--- config.mk ---
export PLATFORM = sky130hd
export DESIGN_NAME = dual_adc_output_control
export DESIGN_NICKNAME = d
export VERILOG_FILES = /design/src/pkg/adc_out_pkg.sv /design/src/verilog/dual_adc_output_control.sv
export SDC_FILE = /design/constraint.sdc
export NUM_CORES = 1
export LEC_CHECK = 0
export BUFFER_PORTS_ARGS = -buffer_cell sky130_fd_sc_hd__buf_4
export CORE_ASPECT_RATIO = 1.75
export CORE_UTILIZATION = 45
export CTS_CLUSTER_DIAMETER = 200
export DETAILED_ROUTE_END_ITERATION = 12
export PLACE_DENSITY = 0.69
export RECOVER_POWER = 50
export SKIP_CTS_REPAIR_TIMING = 1
export SYNTH_ARGS = -nofsm -noshare
export SYNTH_HDL_FRONTEND = slang
export SYNTH_SLANG_ARGS = --single-unit
--- constraint.sdc ---
create_clock -name clk_i -period 3.7 [get_ports clk_i]
set_input_delay 0.555 -clock clk_i [delete_from_list [all_inputs] [get_ports clk_i]]
set_output_delay 0.555 -clock clk_i [all_outputs]
set_load 0.01 [all_outputs]
--- src/pkg/adc_out_pkg.sv ---
// constants and carrier types for the dual converter output control block
// assumes one system clock; sample clock and pins arrive from outside it
`default_nettype none
package adc_out_pkg;
  // --------------------------------------------------------------------
  // register offsets
  // --------------------------------------------------------------------
  localparam logic [9:0] REG_CHAN_IDX  = 10'h005;
  localparam logic [9:0] REG_POWER     = 10'h008;
  localparam logic [9:0] REG_TEST      = 10'h00D;
  localparam logic [9:0] REG_OUT_MODE  = 10'h014;
  localparam logic [9:0] REG_PHASE     = 10'h016;
  localparam logic [9:0] REG_DCO_DELAY = 10'h017;
  localparam logic [9:0] REG_STATUS    = 10'h01F;
  localparam logic [9:0] REG_OUT_CTRL  = 10'h101;
  // --------------------------------------------------------------------
  // field positions and reset values
  // --------------------------------------------------------------------
  localparam int OM_PORT_DIS_BIT = 4;
  localparam int OM_INTERL_BIT   = 5;
  localparam int OM_LVDS_BIT     = 7;
  localparam int OC_TRISTATE_BIT = 7;
  localparam int PH_INVERT_BIT   = 7;
  localparam int TM_PN_RST_A_BIT = 4;
  localparam int TM_PN_RST_B_BIT = 5;
  localparam logic [1:0] CHAN_IDX_RST = 2'h3;
  localparam logic [15:0] PN_SEED     = 16'hFFFF;
  localparam logic [11:0] MIDSCALE    = 12'h800;
  localparam logic [11:0] FS_POS      = 12'hFFF;
  localparam logic [11:0] FS_NEG      = 12'h000;
  localparam logic [11:0] CHECKER     = 12'h555;
  localparam logic signed [13:0] SAT_HI = 14'sh07FF;
  localparam logic signed [13:0] SAT_LO = 14'sh3800;
  localparam int LATENCY_CYC = 16;
  localparam logic [1:0] STRAP_AT = 2'h2;
  // synchroniser vector layout
  localparam int SY_SCLK = 0;
  localparam int SY_PD   = 1;
  localparam int SY_OEB  = 2;
  localparam int SY_FMT  = 3;
  localparam int SY_STAB = 4;
  localparam int SY_SSL  = 5;
  localparam int SY_CA   = 6;
  localparam int SY_CB   = 20;
  localparam int SYNC_W  = 34;
  // --------------------------------------------------------------------
  // enumerations and carriers
  // --------------------------------------------------------------------
  typedef enum logic [1:0] {FMT_OB = 2'h0, FMT_TWOS = 2'h1, FMT_GRAY = 2'h2} fmt_e;
  typedef enum logic [1:0] {PM_ON = 2'h0, PM_OFF = 2'h1, PM_STBY = 2'h2} pmode_e;
  typedef enum logic [2:0] {PWR_ON = 3'h1, PWR_STBY = 3'h2, PWR_OFF = 3'h4} pwr_e;
  typedef enum logic [3:0] {
    TM_OFF = 4'h0, TM_MID = 4'h1, TM_POS = 4'h2, TM_NEG = 4'h3,
    TM_CHK = 4'h4, TM_PN = 4'h5, TM_TOG = 4'h7
  } tmode_e;
  typedef struct packed {
    logic        data_clock_output;
    logic        dco_oe;
    logic        ovr;
    logic [11:0] data;
    logic        data_oe;
  } chan_out_s;
endpackage
`default_nettype wire

--- src/verilog/dual_adc_output_control.sv ---
// output control of a dual 12-bit converter: power, bus modes, coding, test
// assumes sample clock, converter codes and pins are asynchronous to clk_i
//
// Operation
// - power-down pin high or power register selects power-down
// - powered down: all data and clock drivers released
// - power-down pin low returns to normal operation
// - power register offers full power-down and standby keeping reference on
// - after reset: CMOS, each channel on its own bus
// - interleaved mode puts both channels onto bus A
// - output mode bit 5 enables interleaving for both channels
// - strap mode: format pin low offset binary, high twos complement
// - register mode offers offset binary, twos complement and Gray
// - with three-state enabled, output-enable-low pin high releases outputs
// - each channel's port disable releases its data and clock
// - results reach outputs sixteen sample clocks later, at rising edge
// - CMOS: two data clocks, data valid on rising unless inverted
// - LVDS: clock aligned with data plus delay; A rising, B falling
// - offset binary midscale 0x800, twos flips MSB, saturate with over-range
// - selected test mode replaces converter results before formatting
// - test register bits 4 and 5 reset the sequence generators
// - test patterns ignore input, advance only on sample clock edges
// - strap mode: format and stabilizer pins sampled once after reset
`default_nettype none
module dual_adc_output_control
  import adc_out_pkg::*;
#(
  parameter int LAT = LATENCY_CYC
) (
  input  wire logic        clk_i,
  input  wire logic        nrst_i,
  input  wire logic        sample_clk_i,
  input  wire logic [13:0] conv_a_i,
  input  wire logic [13:0] conv_b_i,
  input  wire logic        power_down_pin_i,
  input  wire logic        output_enable_low_pin_i,
  input  wire logic        serial_clock_format_pin_i,
  input  wire logic        serial_data_stabilizer_pin_i,
  input  wire logic        serial_select_low_i,
  input  wire logic [9:0]  reg_addr_i,
  input  wire logic [7:0]  reg_wdata_i,
  input  wire logic        reg_wr_i,
  input  wire logic        reg_rd_i,
  output logic      [7:0]  reg_rdata_o,
  output chan_out_s        chan_a_o,
  output chan_out_s        chan_b_o,
  output logic             powered_down_o,
  output logic             reference_on_o,
  output logic             stabilizer_en_o
);
  // --------------------------------------------------------------------
  // parameters and state
  // --------------------------------------------------------------------
  localparam int IW = $clog2(LAT);

  if (LAT < 2 || LAT > 64) begin : g_bad_lat
    $error("LAT must lie between 2 and 64");
  end

  typedef struct packed {
    logic [SYNC_W-1:0]      s1;
    logic [SYNC_W-1:0]      s2;
    logic                   sclk_d;
    logic [6:0]             sclk_hist;
    logic [1:0]             strap_cnt;
    logic                   strap_fmt;
    logic                   strap_stab;
    logic [1:0]             chan_idx;
    logic [1:0]             pmode;
    logic [7:0]             test;
    logic [1:0]             fmt;
    logic                   inter;
    logic                   lvds;
    logic [1:0]             port_dis;
    logic                   inv;
    logic [2:0]             dco_dly;
    logic                   ts_en;
    pwr_e                   pwr;
    logic                   pdn;
    logic                   ref_on;
    logic [1:0][15:0]       lfsr;
    logic                   chk;
    logic [LAT-1:0][25:0]   pipe;
    logic [IW-1:0]          idx;
    logic [25:0]            cur;
    logic [7:0]             rdata;
    chan_out_s              cha;
    chan_out_s              chb;
  } st_s;

  st_s st_reg;
  st_s st_next;

  // --------------------------------------------------------------------
  // data path helpers
  // --------------------------------------------------------------------
  function automatic logic [12:0] front(input logic [13:0] v,
                                       input logic [3:0]  tm,
                                       input logic [15:0] pn,
                                       input logic        chk);
    logic [12:0] w;
    w = {1'b0, MIDSCALE};
    case (tm)
      TM_OFF: begin
        if ($signed(v) > SAT_HI) begin
          w = {1'b1, FS_POS};
        end else if ($signed(v) < SAT_LO) begin
          w = {1'b1, FS_NEG};
        end else begin
          w = {1'b0, v[11:0] ^ MIDSCALE};
        end
      end
      TM_MID: w = {1'b0, MIDSCALE};
      TM_POS: w = {1'b0, FS_POS};
      TM_NEG: w = {1'b0, FS_NEG};
      TM_CHK: w = {1'b0, chk ? CHECKER : ~CHECKER};
      TM_PN:  w = {1'b0, pn[11:0]};
      TM_TOG: w = {1'b0, chk ? FS_POS : FS_NEG};
      default: w = {1'b0, MIDSCALE};
    endcase
    return w;
  endfunction

  function automatic logic [11:0] fmtf(input logic [11:0] ob, input logic [1:0] sel);
    logic [11:0] r;
    r = ob;
    case (sel)
      FMT_TWOS: r = {~ob[11], ob[10:0]};
      FMT_GRAY: r = ob ^ (ob >> 1);
      default:  r = ob;
    endcase
    return r;
  endfunction

  // --------------------------------------------------------------------
  // next state
  // --------------------------------------------------------------------
  logic        rise;
  logic        fall;
  logic        pin_mode;
  logic [1:0]  fmt_sel;
  logic        pd_req;
  logic        stby_req;
  pwr_e        pwr_n;
  logic        drive;
  logic        single;
  logic        lvl;
  logic [7:0]  hist;
  logic [12:0] wa;
  logic [12:0] wb;
  logic [25:0] out;

  always_comb begin
    st_next = st_reg;
    rise = 1'b0;
    fall = 1'b0;
    pin_mode = 1'b0;
    fmt_sel = FMT_OB;
    pd_req = 1'b0;
    stby_req = 1'b0;
    pwr_n = PWR_ON;
    drive = 1'b0;
    single = 1'b1;
    lvl = 1'b0;
    hist = 8'h00;
    wa = 13'h0000;
    wb = 13'h0000;
    out = 26'h0000000;

    // first stage feeds only the second
    st_next.s1 = {conv_b_i, conv_a_i, serial_select_low_i, serial_data_stabilizer_pin_i,
                  serial_clock_format_pin_i, output_enable_low_pin_i, power_down_pin_i,
                  sample_clk_i};
    st_next.s2 = st_reg.s1;
    st_next.sclk_d = st_reg.s2[SY_SCLK];
    st_next.sclk_hist = {st_reg.sclk_hist[5:0], st_reg.s2[SY_SCLK]};
    rise = st_reg.s2[SY_SCLK] & ~st_reg.sclk_d;
    fall = ~st_reg.s2[SY_SCLK] & st_reg.sclk_d;
    pin_mode = st_reg.s2[SY_SSL];

    // straps caught once the synchroniser holds real pin levels
    if (st_reg.strap_cnt != 2'h3) begin
      st_next.strap_cnt = st_reg.strap_cnt + 2'h1;
    end
    if (st_reg.strap_cnt == STRAP_AT) begin
      st_next.strap_fmt = st_reg.s2[SY_FMT];
      st_next.strap_stab = st_reg.s2[SY_STAB];
    end

    // register writes; the serial port ignores writes in strap mode
    if (reg_wr_i && !pin_mode) begin
      case (reg_addr_i)
        REG_CHAN_IDX:  st_next.chan_idx = reg_wdata_i[1:0];
        REG_POWER:     st_next.pmode = reg_wdata_i[1:0];
        REG_TEST:      st_next.test = reg_wdata_i;
        REG_OUT_MODE: begin
          st_next.fmt = reg_wdata_i[1:0];
          st_next.inter = reg_wdata_i[OM_INTERL_BIT];
          st_next.lvds = reg_wdata_i[OM_LVDS_BIT];
          for (int c = 0; c < 2; c++) begin
            if (st_reg.chan_idx[c]) begin
              st_next.port_dis[c] = reg_wdata_i[OM_PORT_DIS_BIT];
            end
          end
        end
        REG_PHASE:     st_next.inv = reg_wdata_i[PH_INVERT_BIT];
        REG_DCO_DELAY: st_next.dco_dly = reg_wdata_i[2:0];
        REG_OUT_CTRL:  st_next.ts_en = reg_wdata_i[OC_TRISTATE_BIT];
        default: ;
      endcase
    end

    // read data stands only in the cycle after the strobe
    st_next.rdata = 8'h00;
    if (reg_rd_i) begin
      case (reg_addr_i)
        REG_CHAN_IDX:  st_next.rdata = {6'h00, st_reg.chan_idx};
        REG_POWER:     st_next.rdata = {6'h00, st_reg.pmode};
        REG_TEST:      st_next.rdata = st_reg.test;
        REG_OUT_MODE:  st_next.rdata = {st_reg.lvds, 1'b0, st_reg.inter,
                                        st_reg.chan_idx[0] ? st_reg.port_dis[0]
                                                           : st_reg.port_dis[1],
                                        2'h0, st_reg.fmt};
        REG_PHASE:     st_next.rdata = {st_reg.inv, 7'h00};
        REG_DCO_DELAY: st_next.rdata = {5'h00, st_reg.dco_dly};
        REG_OUT_CTRL:  st_next.rdata = {st_reg.ts_en, 7'h00};
        REG_STATUS:    st_next.rdata = {3'h0, st_reg.strap_stab, st_reg.strap_fmt,
                                        pin_mode, st_reg.ref_on, st_reg.pdn};
        default:       st_next.rdata = 8'h00;
      endcase
    end

    // power: the pin always wins and forces full power-down
    pd_req = st_reg.s2[SY_PD] || (!pin_mode && st_reg.pmode == PM_OFF);
    stby_req = !pin_mode && st_reg.pmode == PM_STBY;
    if (pd_req) begin
      pwr_n = PWR_OFF;
    end else if (stby_req) begin
      pwr_n = PWR_STBY;
    end else begin
      pwr_n = PWR_ON;
    end
    st_next.pwr = pwr_n;
    unique case (pwr_n)
      PWR_ON: begin
        st_next.pdn = 1'b0;
        st_next.ref_on = 1'b1;
      end
      PWR_STBY: begin
        st_next.pdn = 1'b1;
        st_next.ref_on = 1'b1;
      end
      PWR_OFF: begin
        st_next.pdn = 1'b1;
        st_next.ref_on = 1'b0;
      end
      default: begin
        st_next.pdn = 1'b1;
        st_next.ref_on = 1'b0;
      end
    endcase

    // coding and test patterns; all but the PN reset move only with the sample clock
    fmt_sel = pin_mode ? (st_reg.strap_fmt ? FMT_TWOS : FMT_OB) : st_reg.fmt;
    if (rise) begin
      for (int c = 0; c < 2; c++) begin
        st_next.lfsr[c] = {st_reg.lfsr[c][14:0], st_reg.lfsr[c][15] ^ st_reg.lfsr[c][13]
                           ^ st_reg.lfsr[c][12] ^ st_reg.lfsr[c][10]};
      end
      st_next.chk = ~st_reg.chk;
      wa = front(st_reg.s2[SY_CA +: 14], st_reg.test[3:0], st_reg.lfsr[0], st_reg.chk);
      wb = front(st_reg.s2[SY_CB +: 14], st_reg.test[3:0], st_reg.lfsr[1], st_reg.chk);
      st_next.pipe[st_reg.idx] = {wb[12], fmtf(wb[11:0], fmt_sel),
                                  wa[12], fmtf(wa[11:0], fmt_sel)};
      out = st_reg.pipe[st_reg.idx];
      st_next.cur = out;
      st_next.idx = (st_reg.idx == IW'(LAT - 1)) ? '0 : st_reg.idx + IW'(1);
    end
    if (st_reg.test[TM_PN_RST_A_BIT]) begin
      st_next.lfsr[0] = PN_SEED;
    end
    if (st_reg.test[TM_PN_RST_B_BIT]) begin
      st_next.lfsr[1] = PN_SEED;
    end

    // output buses
    single = !(st_reg.inter || st_reg.lvds);
    if (rise) begin
      st_next.cha.data = out[11:0];
      st_next.cha.ovr = out[12];
      if (single) begin
        st_next.chb.data = out[24:13];
        st_next.chb.ovr = out[25];
      end
    end
    if (fall && !single) begin
      st_next.cha.data = st_reg.cur[24:13];
      st_next.cha.ovr = st_reg.cur[25];
    end

    // data clocks: CMOS rises mid-sample, LVDS follows data edges plus delay
    hist = {st_reg.sclk_hist, st_reg.s2[SY_SCLK]};
    lvl = st_reg.lvds ? hist[st_reg.dco_dly] : ~st_reg.s2[SY_SCLK];
    st_next.cha.data_clock_output = lvl ^ st_reg.inv;
    st_next.chb.data_clock_output = lvl ^ st_reg.inv;

    // drivers; strap mode always lets the pin three-state
    drive = pwr_n == PWR_ON;
    if ((st_reg.ts_en || pin_mode) && st_reg.s2[SY_OEB]) begin
      drive = 1'b0;
    end
    st_next.cha.data_oe = drive && !st_reg.port_dis[0];
    st_next.cha.dco_oe = drive && !st_reg.port_dis[0];
    st_next.chb.data_oe = drive && !st_reg.port_dis[1];
    st_next.chb.dco_oe = drive && !st_reg.port_dis[1];
  end

  // --------------------------------------------------------------------
  // state register
  // --------------------------------------------------------------------
  always_ff @(posedge clk_i or negedge nrst_i) begin
    if (!nrst_i) begin
      st_reg <= '0;
      st_reg.chan_idx <= CHAN_IDX_RST;
      st_reg.pwr <= PWR_ON;
      st_reg.ref_on <= 1'b1;
      st_reg.lfsr <= {PN_SEED, PN_SEED};
    end else begin
      st_reg <= st_next;
    end
  end

  assign reg_rdata_o = st_reg.rdata;
  assign chan_a_o = st_reg.cha;
  assign chan_b_o = st_reg.chb;
  assign powered_down_o = st_reg.pdn;
  assign reference_on_o = st_reg.ref_on;
  assign stabilizer_en_o = st_reg.strap_stab;

  logic [12:0] shadow;
  logic        shadow_ok;
  always_ff @(posedge clk_i or negedge nrst_i) begin
    if (!nrst_i) begin
      shadow <= 13'h0000;
      shadow_ok <= 1'b0;
    end else if (rise && st_reg.idx == '0) begin
      shadow <= st_next.pipe[0][12:0];
      shadow_ok <= 1'b1;
    end
  end
endmodule
`default_nettype wire

======== Word-level counts from Yosys, hierarchy flattened ========
Cells that the tools add are included.
W data, S select, Z words.
storage, ports and cells
  register bits ........................... 621
  input bits .............................. 56
  output and inout port bits .............. 43
  word-level logic and storage cells ...... 164
cells by class
  add/sub/neg operators ................... 2
  $lt $le $gt $ge ......................... 7
  eq/ne operators ......................... 22
  multiplexer cells ....................... 37
  bitwise gates (word level) .............. 19
  reductions and logical operators ........ 28
operator list
  kind                    count
  $mux W479               1
  $bwmux W416             1
  $pmux W13 S6            2
  $bmux W26 S4            1
  $demux W26 S4           1
  $mux W13                8
  $pmux W8 S8             1
  $mux W26                2
  $mux W12                4
  $pmux W12 S2            2
  $eq A10 B5 Y1 const B   4
  $mux W16                2
  $gt A14 B12 Y1 const B  2
  $lt A14 B12 Y1 const B  2
  $xor A12 B11 Y12        2
  $eq A10 B4 Y1 const B   2
  $reduce_and A2 Y1       8
  $eq A4 B3 Y1 const B    3
  $eq A10 B3 Y1 const B   1
  $eq A10 B9 Y1 const B   1
  $eq A4 B2 Y1 const B    2
  $logic_and A1 B1 Y1     8
  $mux W8                 1
  $not A1 Y1              8
  other kinds (24)        46

======== Logic depth before layout (Yosys ltp) ========
Gate-level depths: netlist (run 1).
  depth in word-level cells ............... 11
  depth in mapped cells ................... 11
  mapped depth without buffers ............ 9

======== Least setup slack after synthesis (run 1) ========
OpenSTA, ideal clock, no wires.
  path type ............................... reg-to-reg
  start point ............................. reg st_reg (netlist bit pin_mode)
  end point ............................... reg (tool-made name)
  library setup time ...................... 0.133 ns
  arrival ................................. 2.708 ns
  required time ........................... 3.567 ns
  setup slack ............................. 0.859 ns
  stages on the path, launching flop included .. 12
  buffers on the path ..................... 3
  clock period less this slack ............ 2.841 ns
  cells stage by stage .................... dfrtp_1 -> mux2i_1 -> inv_1 -> ha_1 -> clkbuf_1 -> inv_1 -> clkbuf_1 -> and3_1 -> o21a_1 -> a2111oi_2 -> buf_2 -> a21oi_1
RTL lines
  what                      RTL line                        RTL
  start: declaration        dual_adc_output_control.sv:91   st_s st_reg;
  start signal: assignment  dual_adc_output_control.sv:329  st_reg <= st_next;

==> qor.yml, run 1 <==
drt-initial-drc-count: 1603
rows: 117
yosysUniqueCellTypes: 75
maxCapViolations: 1
syn_avg_cell_area_um2: 11.5
antenna_found_initial: 0
syn_inst: 2336
cp-start-kind: "flip-flop"
wl_per_cell_um: 22.0
max_stage_delay_ns: 0.59
synth-edff-count: 0
path_cells: "nor4_4 > nand2b_1 > o211ai_1 > a21oi_1 > o21ai_2 > a31oi_1"
worstPathRequired_ns: 4.13
yosysSeqAreaShare_pct: 56.9
min-delay-start: "conv_b_i[2]"
clkSlewWorstSetupHoldPaths_ns: 0.07
die_area_mm2: 0.0605
tns_ns: 0
area_growth_pct: 11.4
p_sw_share_pct: 31.5
dp_cells: 3054
drt-total-wl_um: 69300
worstMarginPinSlew_ns: 1.53
coreArea_mm2: 0.0584
grt_max_degree: 129
drt-vias-per-instance: 5.81
vias: 18269
arrival_ns: 3.57
route.detailed.drc: 0
whs_ns: 0.0764
p_clk_share_pct: 24.8
violations: "capacitance limit, slew limit"
ant_nets: 0
grt_pass1_wl_um: 110000
ioPinCount: 99
portBuffers: 98
async_flop_share_pct: 100
whs_endpoint: "st_next[581]"
drv_slew: 55
n_antenna_cell: 0
grt_overflow: 0
yosysWarnings: 0
die_x_um: 186
grt_pass1_vias: 18860
worst_path_max_delay_cell: "dfrtp_1"
layout.cells.non_filler: 3147
p_leak_uw: 0.0129
cts.sinks: 607
cp.buffers_inverters: 0
min_path_type: "in2reg"
fin_crit_ns: 3.14
status: "finished with violations"
cts_max_level: 2
nNetsFinal: 2401
clk_latency_ns: 0.61
fin_crit_sh_pct: 85.0
setup_viol: 0
first_pass_iters: 6
drive_above_1_share_pct: 21.9
synth_ff_type: "dfrtp_1"
p_seq_share_pct: 45.3
synth_nets: 2400
syn_area_mm2: 0.0268
p_int_uw: 16000
critPathKind: "reg2reg"
r2r.worst_path.cells: 6
die_h_um: 325
fmax_mhz: 318
vdd_drop_max_mv: 0.395
cts-root-buf: "clkbuf_16"
start_util_pct: 45.8
cp-end-kind: "flip-flop"
routabilityCongestion: 0.903
cts_tree: "built"
powerDensity_mw_per_mm2: 785
grt_use_total_pct: 23.5
cts_buffers: 53
ys_seq_elements: 607
fin_skew_ns: 0.0276
rsz0062_at_grt: "no"
combPwrFrac_pct: 29.9
final_cell_mix: "568 x dfrtp_1, 321 x nand2_1, 268 x nor2_1, 179 x a21oi_1, 167 x o21ai_0"
hold_path_depth: 1
dpl.hpwl_um: 47500
r2r_start: "st_reg[537]"
netSwitchingPower_uw: 7380
startpoint: "st_reg[537]"
p_total_uw: 23400
cpLargestDelayFamily: "compound AO/OA/AOI/OAI gates"
rrSetupSlack_ns: 0.56
clk_path_buf_depth: 3
crit_path_max_fanout: 19
relSlewSlack_pct: -2.21
final_common_cell: "dfrtp_1"
final-hold-violation-count: 0
==> power by group through the flow <==
stage / combinational, uW / sequential, uW / clock, uW
after global placement: 6840 / 10500 / 0
after CTS: 7130 / 10600 / 5900
after floorplan: 5520 / 9960 / 0
after detailed placement: 7080 / 10700 / 0
after global routing: 7630 / 10900 / 6150
final: 6990 / 10600 / 5810
==> through the flow <==
stage	area (um^2)	setup slack [ns]	util, %
2_1_floorplan	26800	0.859	-
3_3_place_gp	28200	0.627	48.3
3_5_place_dp	28200	0.590	48.3
4_1_cts	30000	0.545	51.3
5_1_grt	29800	0.227	51.1
6_report	29800	0.557	51.1
==> worst max-delay path by stage <==
stage                            to  cells past startpoint
final                     flip-flop                      6
after global routing      flip-flop                      6
after CTS                 flip-flop                      7
after detailed placement  flip-flop                      7
after global placement    flip-flop                      7
after floorplan           flip-flop                     11
==> metal layers <==
metal  vias to the layer above  wire, um  global-route usage, %
li1                       8181         -                      -
met1                      9380     25300                   27.1
met2                       553     37400                   42.9
met3                       155      3080                   2.61
met4                         0      3510                   11.6
met5                         -         0                      0
==> cells by family after synthesis <==
| group | share of synthesized area, % |
|---|---|
| xor gates and xnor gates | 0.458 |
| muxes | 15.4 |
| DFF | 56.9 |
| AOI/OAI and AO/OA | 11.4 |
| adders and majority gates | 0.374 |
| buffers and inverters | 3.97 |
| and+or+nand+nor | 11.5 |
==> cells in the mapped netlist (6+ instances only) <==
cell type	count	share of area, %
a21oi_1	179	3.3
a22oi_1	6	0.17
a22oi_2	7	0.33
a31oi_1	81	1.9
and4_1	7	0.23
buf_1	16	0.22
buf_2	24	0.45
buf_4	41	1.2
clkbuf_1	130	1.8
dfrtp_1	572	53
dfstp_2	35	3.4
ha_1	8	0.37
inv_1	13	0.18
mux2_2	95	4.0
mux2i_1	7	0.26
mux4_2	132	11
nand2_1	321	4.5
nand2b_1	12	0.28
nand3_1	35	0.65
nand3b_1	16	0.45
nand4_1	7	0.16
nor2_1	281	3.9
nor2b_1	7	0.16
nor3_1	10	0.19
nor3b_1	7	0.20
o211ai_1	17	0.48
o21a_1	6	0.17
o21ai_0	167	3.1
o21bai_1	6	0.17
xnor2_1	13	0.43
==> layout make-up <==
class	instances	area [um^2]
well taps	773	967
inverters	13	48.8
fillers	4986	28600
clock buffers	73	1480
repair buffers	161	1230
multi-input cells	1501	10500
clock inverters	19	315
flip-flops and latches	607	15200
Note: power is estimated with default switching activity, not from simulation.
==> inputs of run 2 (changes only) <==
ABC_AREA = 1   (was not set)
clock period = 2.9 ns   (was 3.7 ns; I/O delays follow)
==> run 2 against run 1 <==
Against the previous run: the run still ends with capacitance limit, slew limit left; register-to-register slack worse by 0.31 ns; first-iteration DRC count up 52%; highest routed layer unchanged; area after synthesis up 4.1%; final cell count up 36%; wire length up 26%; fmax up 19%; clock-buffer cell count up 10; non-clock buffer count up 62; sequential power up 20%; sequential share of layout area down 2.4 points.
==> qor.yml, run 2 <==
cp-start-kind: "flip-flop"
worstPathRequired_ns: 3.34
whs_endpoint: "st_reg[541]"
path_cells: "inv_6 > ha_1 > nand2_1 > nor2_2 > inv_1 > o21ai_0"
crit_path_max_fanout: 23
die_area_mm2: 0.0629
dp_cells: 4155
async_flop_share_pct: 100
fin_skew_ns: 0.0273
p_sw_share_pct: 36.1
relSlewSlack_pct: -38.6
cts_max_level: 2
route.met2.wl_um: 43400
ant_nets: 0
drt-vias-per-instance: 5.58
dpl.hpwl_um: 55600
routabilityCongestion: 0.905
tns_ns: 0
startpoint: "st_reg[66]"
yosysSeqAreaShare_pct: 54.7
preCtsSetupSlack_ns: 0.315
rrSetupSlack_ns: 0.25
synth.top_cell.area_share_pct: 51.4
vdd_drop_max_mv: 0.622
utilization_pct: 51.2
first_pass_iters: 7
antenna_found_initial: 0
grt_overflow: 0
drt-initial-drc-count: 2442
synth_area_leaders: "dfrtp_1 51%, nand2_1 16%, o21ai_0 6.7%"
worst_path_max_delay_cell: "inv_1"
route.detailed.drc: 0
syn_avg_cell_area_um2: 8.11
p_clk_share_pct: 26.1
vias: 23939
min_path_type: "in2reg"
ioPinCount: 99
cts_tree: "built"
grt_pass1_wl_um: 135000
clkSlewWorstSetupHoldPaths_ns: 0.07
synth_top_area_cell: "dfrtp_1"
ys_seq_elements: 607
cp.buffers_inverters: 2
combPwrFrac_pct: 30.7
rsz0062_at_grt: "no"
status: "finished with violations"
ys_top_cells_by_count: "1222 x nand2_1, 572 x dfrtp_1, 370 x o21ai_0"
cts-root-buf: "clkbuf_16"
clk_latency_ns: 0.62
layout_setup_ws_ns: 0.250
top_layer: "met4"
netSwitchingPower_uw: 10600
die_h_um: 331
synth_nets: 3497
powerDensity_mw_per_mm2: 940
final_cell_mix: "1222 x nand2_1, 571 x dfrtp_1, 368 x o21ai_0, 333 x nor2_1, 147 x inv_1"
fin_crit_sh_pct: 91.4
nNetsFinal: 3517
final-hold-violation-count: 0
yosysWarnings: 0
drv_slew: 67
cts.sinks: 607
n_antenna_cell: 0
synth-edff-count: 0
cpLargestDelayFamily: "buffers and inverters"
maxCapViolations: 1
portBuffers: 98
syn_area_mm2: 0.0278
wl_per_cell_um: 20.4
start_util_pct: 45.6
area_growth_pct: 12.4
fmax_mhz: 377
r2r_start: "st_reg[66]"
fin_crit_ns: 2.65
grt_pass1_vias: 23481
p_int_uw: 18800
synth_ff_type: "dfrtp_1"
yosysUniqueCellTypes: 43
critPathKind: "reg2reg"
violations: "capacitance limit, slew limit"
dr_wl_met3_um: 5570
grt_use_total_pct: 28.1
max_stage_delay_ns: 0.93
final_common_cell: "nand2_1"
rows: 120
coreArea_mm2: 0.0611
cts_buffers: 54
yosys.cell_count.top_type: "nand2_1"
setup_viol: 0
wl_met1_um: 31300
layout.cells.non_filler: 4290
min-delay-start: "reg_wdata_i[6]"
p_leak_uw: 0.0156
cp-end-kind: "flip-flop"
hold_path_depth: 2
drive_above_1_share_pct: 10.8
arrival_ns: 3.10
drt-total-wl_um: 87500
r2r.worst_path.cells: 6
worstMarginPinSlew_ns: 2.08
die_x_um: 190
p_seq_share_pct: 43.2
clk_path_buf_depth: 3
grt_max_degree: 125
syn_inst: 3433
-- run 2: cells by family after synthesis --
logic type / share of synthesized area (%)
AO/OA/AOI/OAI: 12.2
XOR/XNOR: 0.315
adder cells (fa/ha/maj): 0.359
buffers and inverters: 6.83
flip-flops: 54.7
multiplexers: 0.157
AND/OR/NAND/NOR: 25.5
-- run 2: cell type report --
| cell class | count | area, um^2 |
|---|---|---|
| Clock buffer | 83 | 1620 |
| Clock inverter | 17 | 246 |
| Fill cell | 5762 | 29800 |
| Inverter | 155 | 592 |
| Multi-Input combinational cell | 2412 | 10800 |
| Sequential cell | 607 | 15200 |
| Tap cell | 793 | 992 |
| Timing Repair Buffer | 223 | 1860 |
-- run 2: power groups by stage --
stage | Clock (uW) | Combinational (uW) | Sequential, uW
3_3_place_gp | 0 | 8690 | 12700
5_1_grt | 8080 | 9880 | 13000
3_5_place_dp | 0 | 8860 | 12800
6_report | 7680 | 9030 | 12700
2_1_floorplan | 0 | 5880 | 12400
4_1_cts | 7780 | 8920 | 12700
-- run 2: how the worst max path moves through the flow --
stage                     slack [ns]         to  cells past startpoint
after floorplan                 0.59  flip-flop                     11
after global placement          0.36  flip-flop                     10
after detailed placement        0.32  flip-flop                     10
after CTS                       0.28  flip-flop                     10
after global routing            0.03  flip-flop                     10
final                           0.25  flip-flop                      6
-- run 2: worst register-to-register path, delay by kind of cell, from the launching register on --
kind / cells / cell delay, ns
DFF: 1 / 0.71
and+or+nand+nor: 2 / 0.25
buffers and inverters: 2 / 1.06
AOI/OAI and AO/OA: 1 / 0.24
adders and majority gates: 1 / 0.23
-- run 2: metrics by stage --
step	hold WS [ns]	total power, uW	area (um^2)
after floorplan	0.139	18300	27800
after global placement	0.332	21400	29200
after detailed placement	0.335	21700	29200
after CTS	-0.188	29400	31000
after global routing	0.0485	31000	31300
final	0.0497	29400	31300
-- run 2: layer usage --
metal  vias up  track usage [%]
met5         -                0
met3       296             3.24
met1     11565             31.9
met4         0             21.4
met2      1044             48.4
li1      11034                -
==> inputs of run 3 (changes only) <==
CORE_MARGIN = 10   (was not set)
PLACE_DENSITY = 0.71   (was 0.69)
SETUP_SLACK_MARGIN = 0.05   (was not set)
clock period = 2.2 ns   (was 2.9 ns; I/O delays follow)
==> run 3 against run 2 <==
Against the previous run: the flow now finishes without violations; core utilization grew 3.0 points; sequential share of layout area shrank 2.7 points; combinational power grew 44%; global-route usage shrank 4.2 points; clock-buffer cell count shrank 14; final cell count grew 3.2%; via count grew 3.7%; sequential power grew 33%; largest cell class unchanged.
==> qor.yml, run 3 (synthesis gave the netlist of run 2 again) <==
status: "completed"
worstMarginPinSlew_ns: 1.31
drt-initial-drc-count: 2384
fmax_mhz: 465
final_common_cell: "nand2_1"
p_leak_uw: 0.0164
cts_buffers: 53
start_util_pct: 45.5
worstPathRequired_ns: 2.73
die_area_mm2: 0.0726
cts-root-buf: "clkbuf_16"
fin_crit_sh_pct: 97.8
tns_ns: 0
cp.buffers_inverters: 2
fin_skew_ns: 0.0242
nNetsFinal: 3653
drv_slew: 0
critPathKind: "reg2reg"
fin_crit_ns: 2.15
utilization_pct: 54.2
clk_path_buf_depth: 3
vias: 24825
grt_pass1_wl_um: 138000
relSlewSlack_pct: 12.9
drt-total-wl_um: 91400
grt_pass1_vias: 24135
vdd_drop_max_mv: 0.796
die_x_um: 208
ant_nets: 0
drive_above_1_share_pct: 15.7
rows: 120
die_h_um: 349
coreArea_mm2: 0.0613
nFillCells: 5525
final_cell_mix: "1199 x nand2_1, 568 x dfrtp_1, 365 x o21ai_0, 326 x nor2_1, 205 x buf_4"
min_path_type: "in2reg"
path_cells: "inv_8 > ha_1 > nand2_1 > nor2_2 > buf_4 > nor2_1 > a31oi_1"
arrival_ns: 2.68
cpLargestDelayFamily: "simple AND/OR/NAND/NOR gates"
grt_use_total_pct: 23.9
route.detailed.drc: 0
ioPinCount: 99
antenna_found_initial: 0
cp-end-kind: "flip-flop"
max_stage_delay_ns: 0.59
cp-start-kind: "flip-flop"
n_antenna_cell: 0
portBuffers: 98
clkSlewWorstSetupHoldPaths_ns: 0.07
wl_per_cell_um: 20.7
cts_max_level: 2
routabilityCongestion: 0.927
crit_path_max_fanout: 17
final-hold-violation-count: 0
first_pass_iters: 5
worst_path_max_delay_cell: "dfrtp_4"
area_growth_pct: 19.2
clk_latency_ns: 0.61
grt_max_degree: 93
maxCapViolations: 0
drt-vias-per-instance: 5.61
powerDensity_mw_per_mm2: 1200
setup_viol: 0
cts_tree: "built"
rsz0062_at_grt: "yes"
grt_overflow: 0
dpl.hpwl_um: 59900
cts.sinks: 607
## run 3: layout make-up
cell class              count  area (um^2)  area share [%]
clock inverters            30          383            1.15
repair buffers            356         3390            10.2
flip-flops and latches    607        15200            45.9
well taps                 793          992            2.99
multi-input cells        2416        11100            33.5
inverters                 155          598            1.80
clock buffers              69         1470            4.42
## run 3: metrics by stage
stage / area, um^2 / cells / total power [uW] / hold WS (ns) / worst slack (ns)
after floorplan: 27900 / 3433 / 24100 / 0.0344 / 0.0780
after global routing: 33200 / 4426 / 42000 / 0.00925 / -0.00349
final: 33200 / 4426 / 39800 / 0.0304 / 0.0476
after global placement: 30500 / 4267 / 29200 / 0.264 / 0.0473
after CTS: 32400 / 4366 / 39600 / -0.395 / -0.0596
after detailed placement: 30500 / 4267 / 29500 / 0.260 / 0.00605
## run 3: path summary, 6_finish.rpt
kind	from	to	slack, ns	cells after the start
setup / recovery	st_reg[66]	flip-flop	0.05	7
hold / removal	reg_wdata_i[4]	st_reg[530]	0.03	3
setup reg to reg	st_reg[66]	flip-flop	0.05	7
hold reg to reg	st_next[574]	st_reg[574]	0.35	0
max in group asynchronous	nrst_i	asynchronous set/reset pin	0.29	4
min in group asynchronous	nrst_i	st_next[559]	0.54	2
## run 3: routing by layer
metal / routed length, um / track usage (%)
met3: 6940 / 3.12
met1: 31600 / 26.5
met5: 0 / 0
met4: 8140 / 19.0
met2: 44700 / 40.8
## run 3: report_power, final
part	internal (uW)	leakage (uW)	total, uW	switching (uW)
combinational	4970	0.00773	13000	7990
clock	5670	0.000901	10000	4330
sequential	14900	0.00779	16900	1990
## run 3: tightest hold or removal path: stages
cell	delay (ns)
buf_4	0.08
inv_1	0.04
o21ai_0	0.14
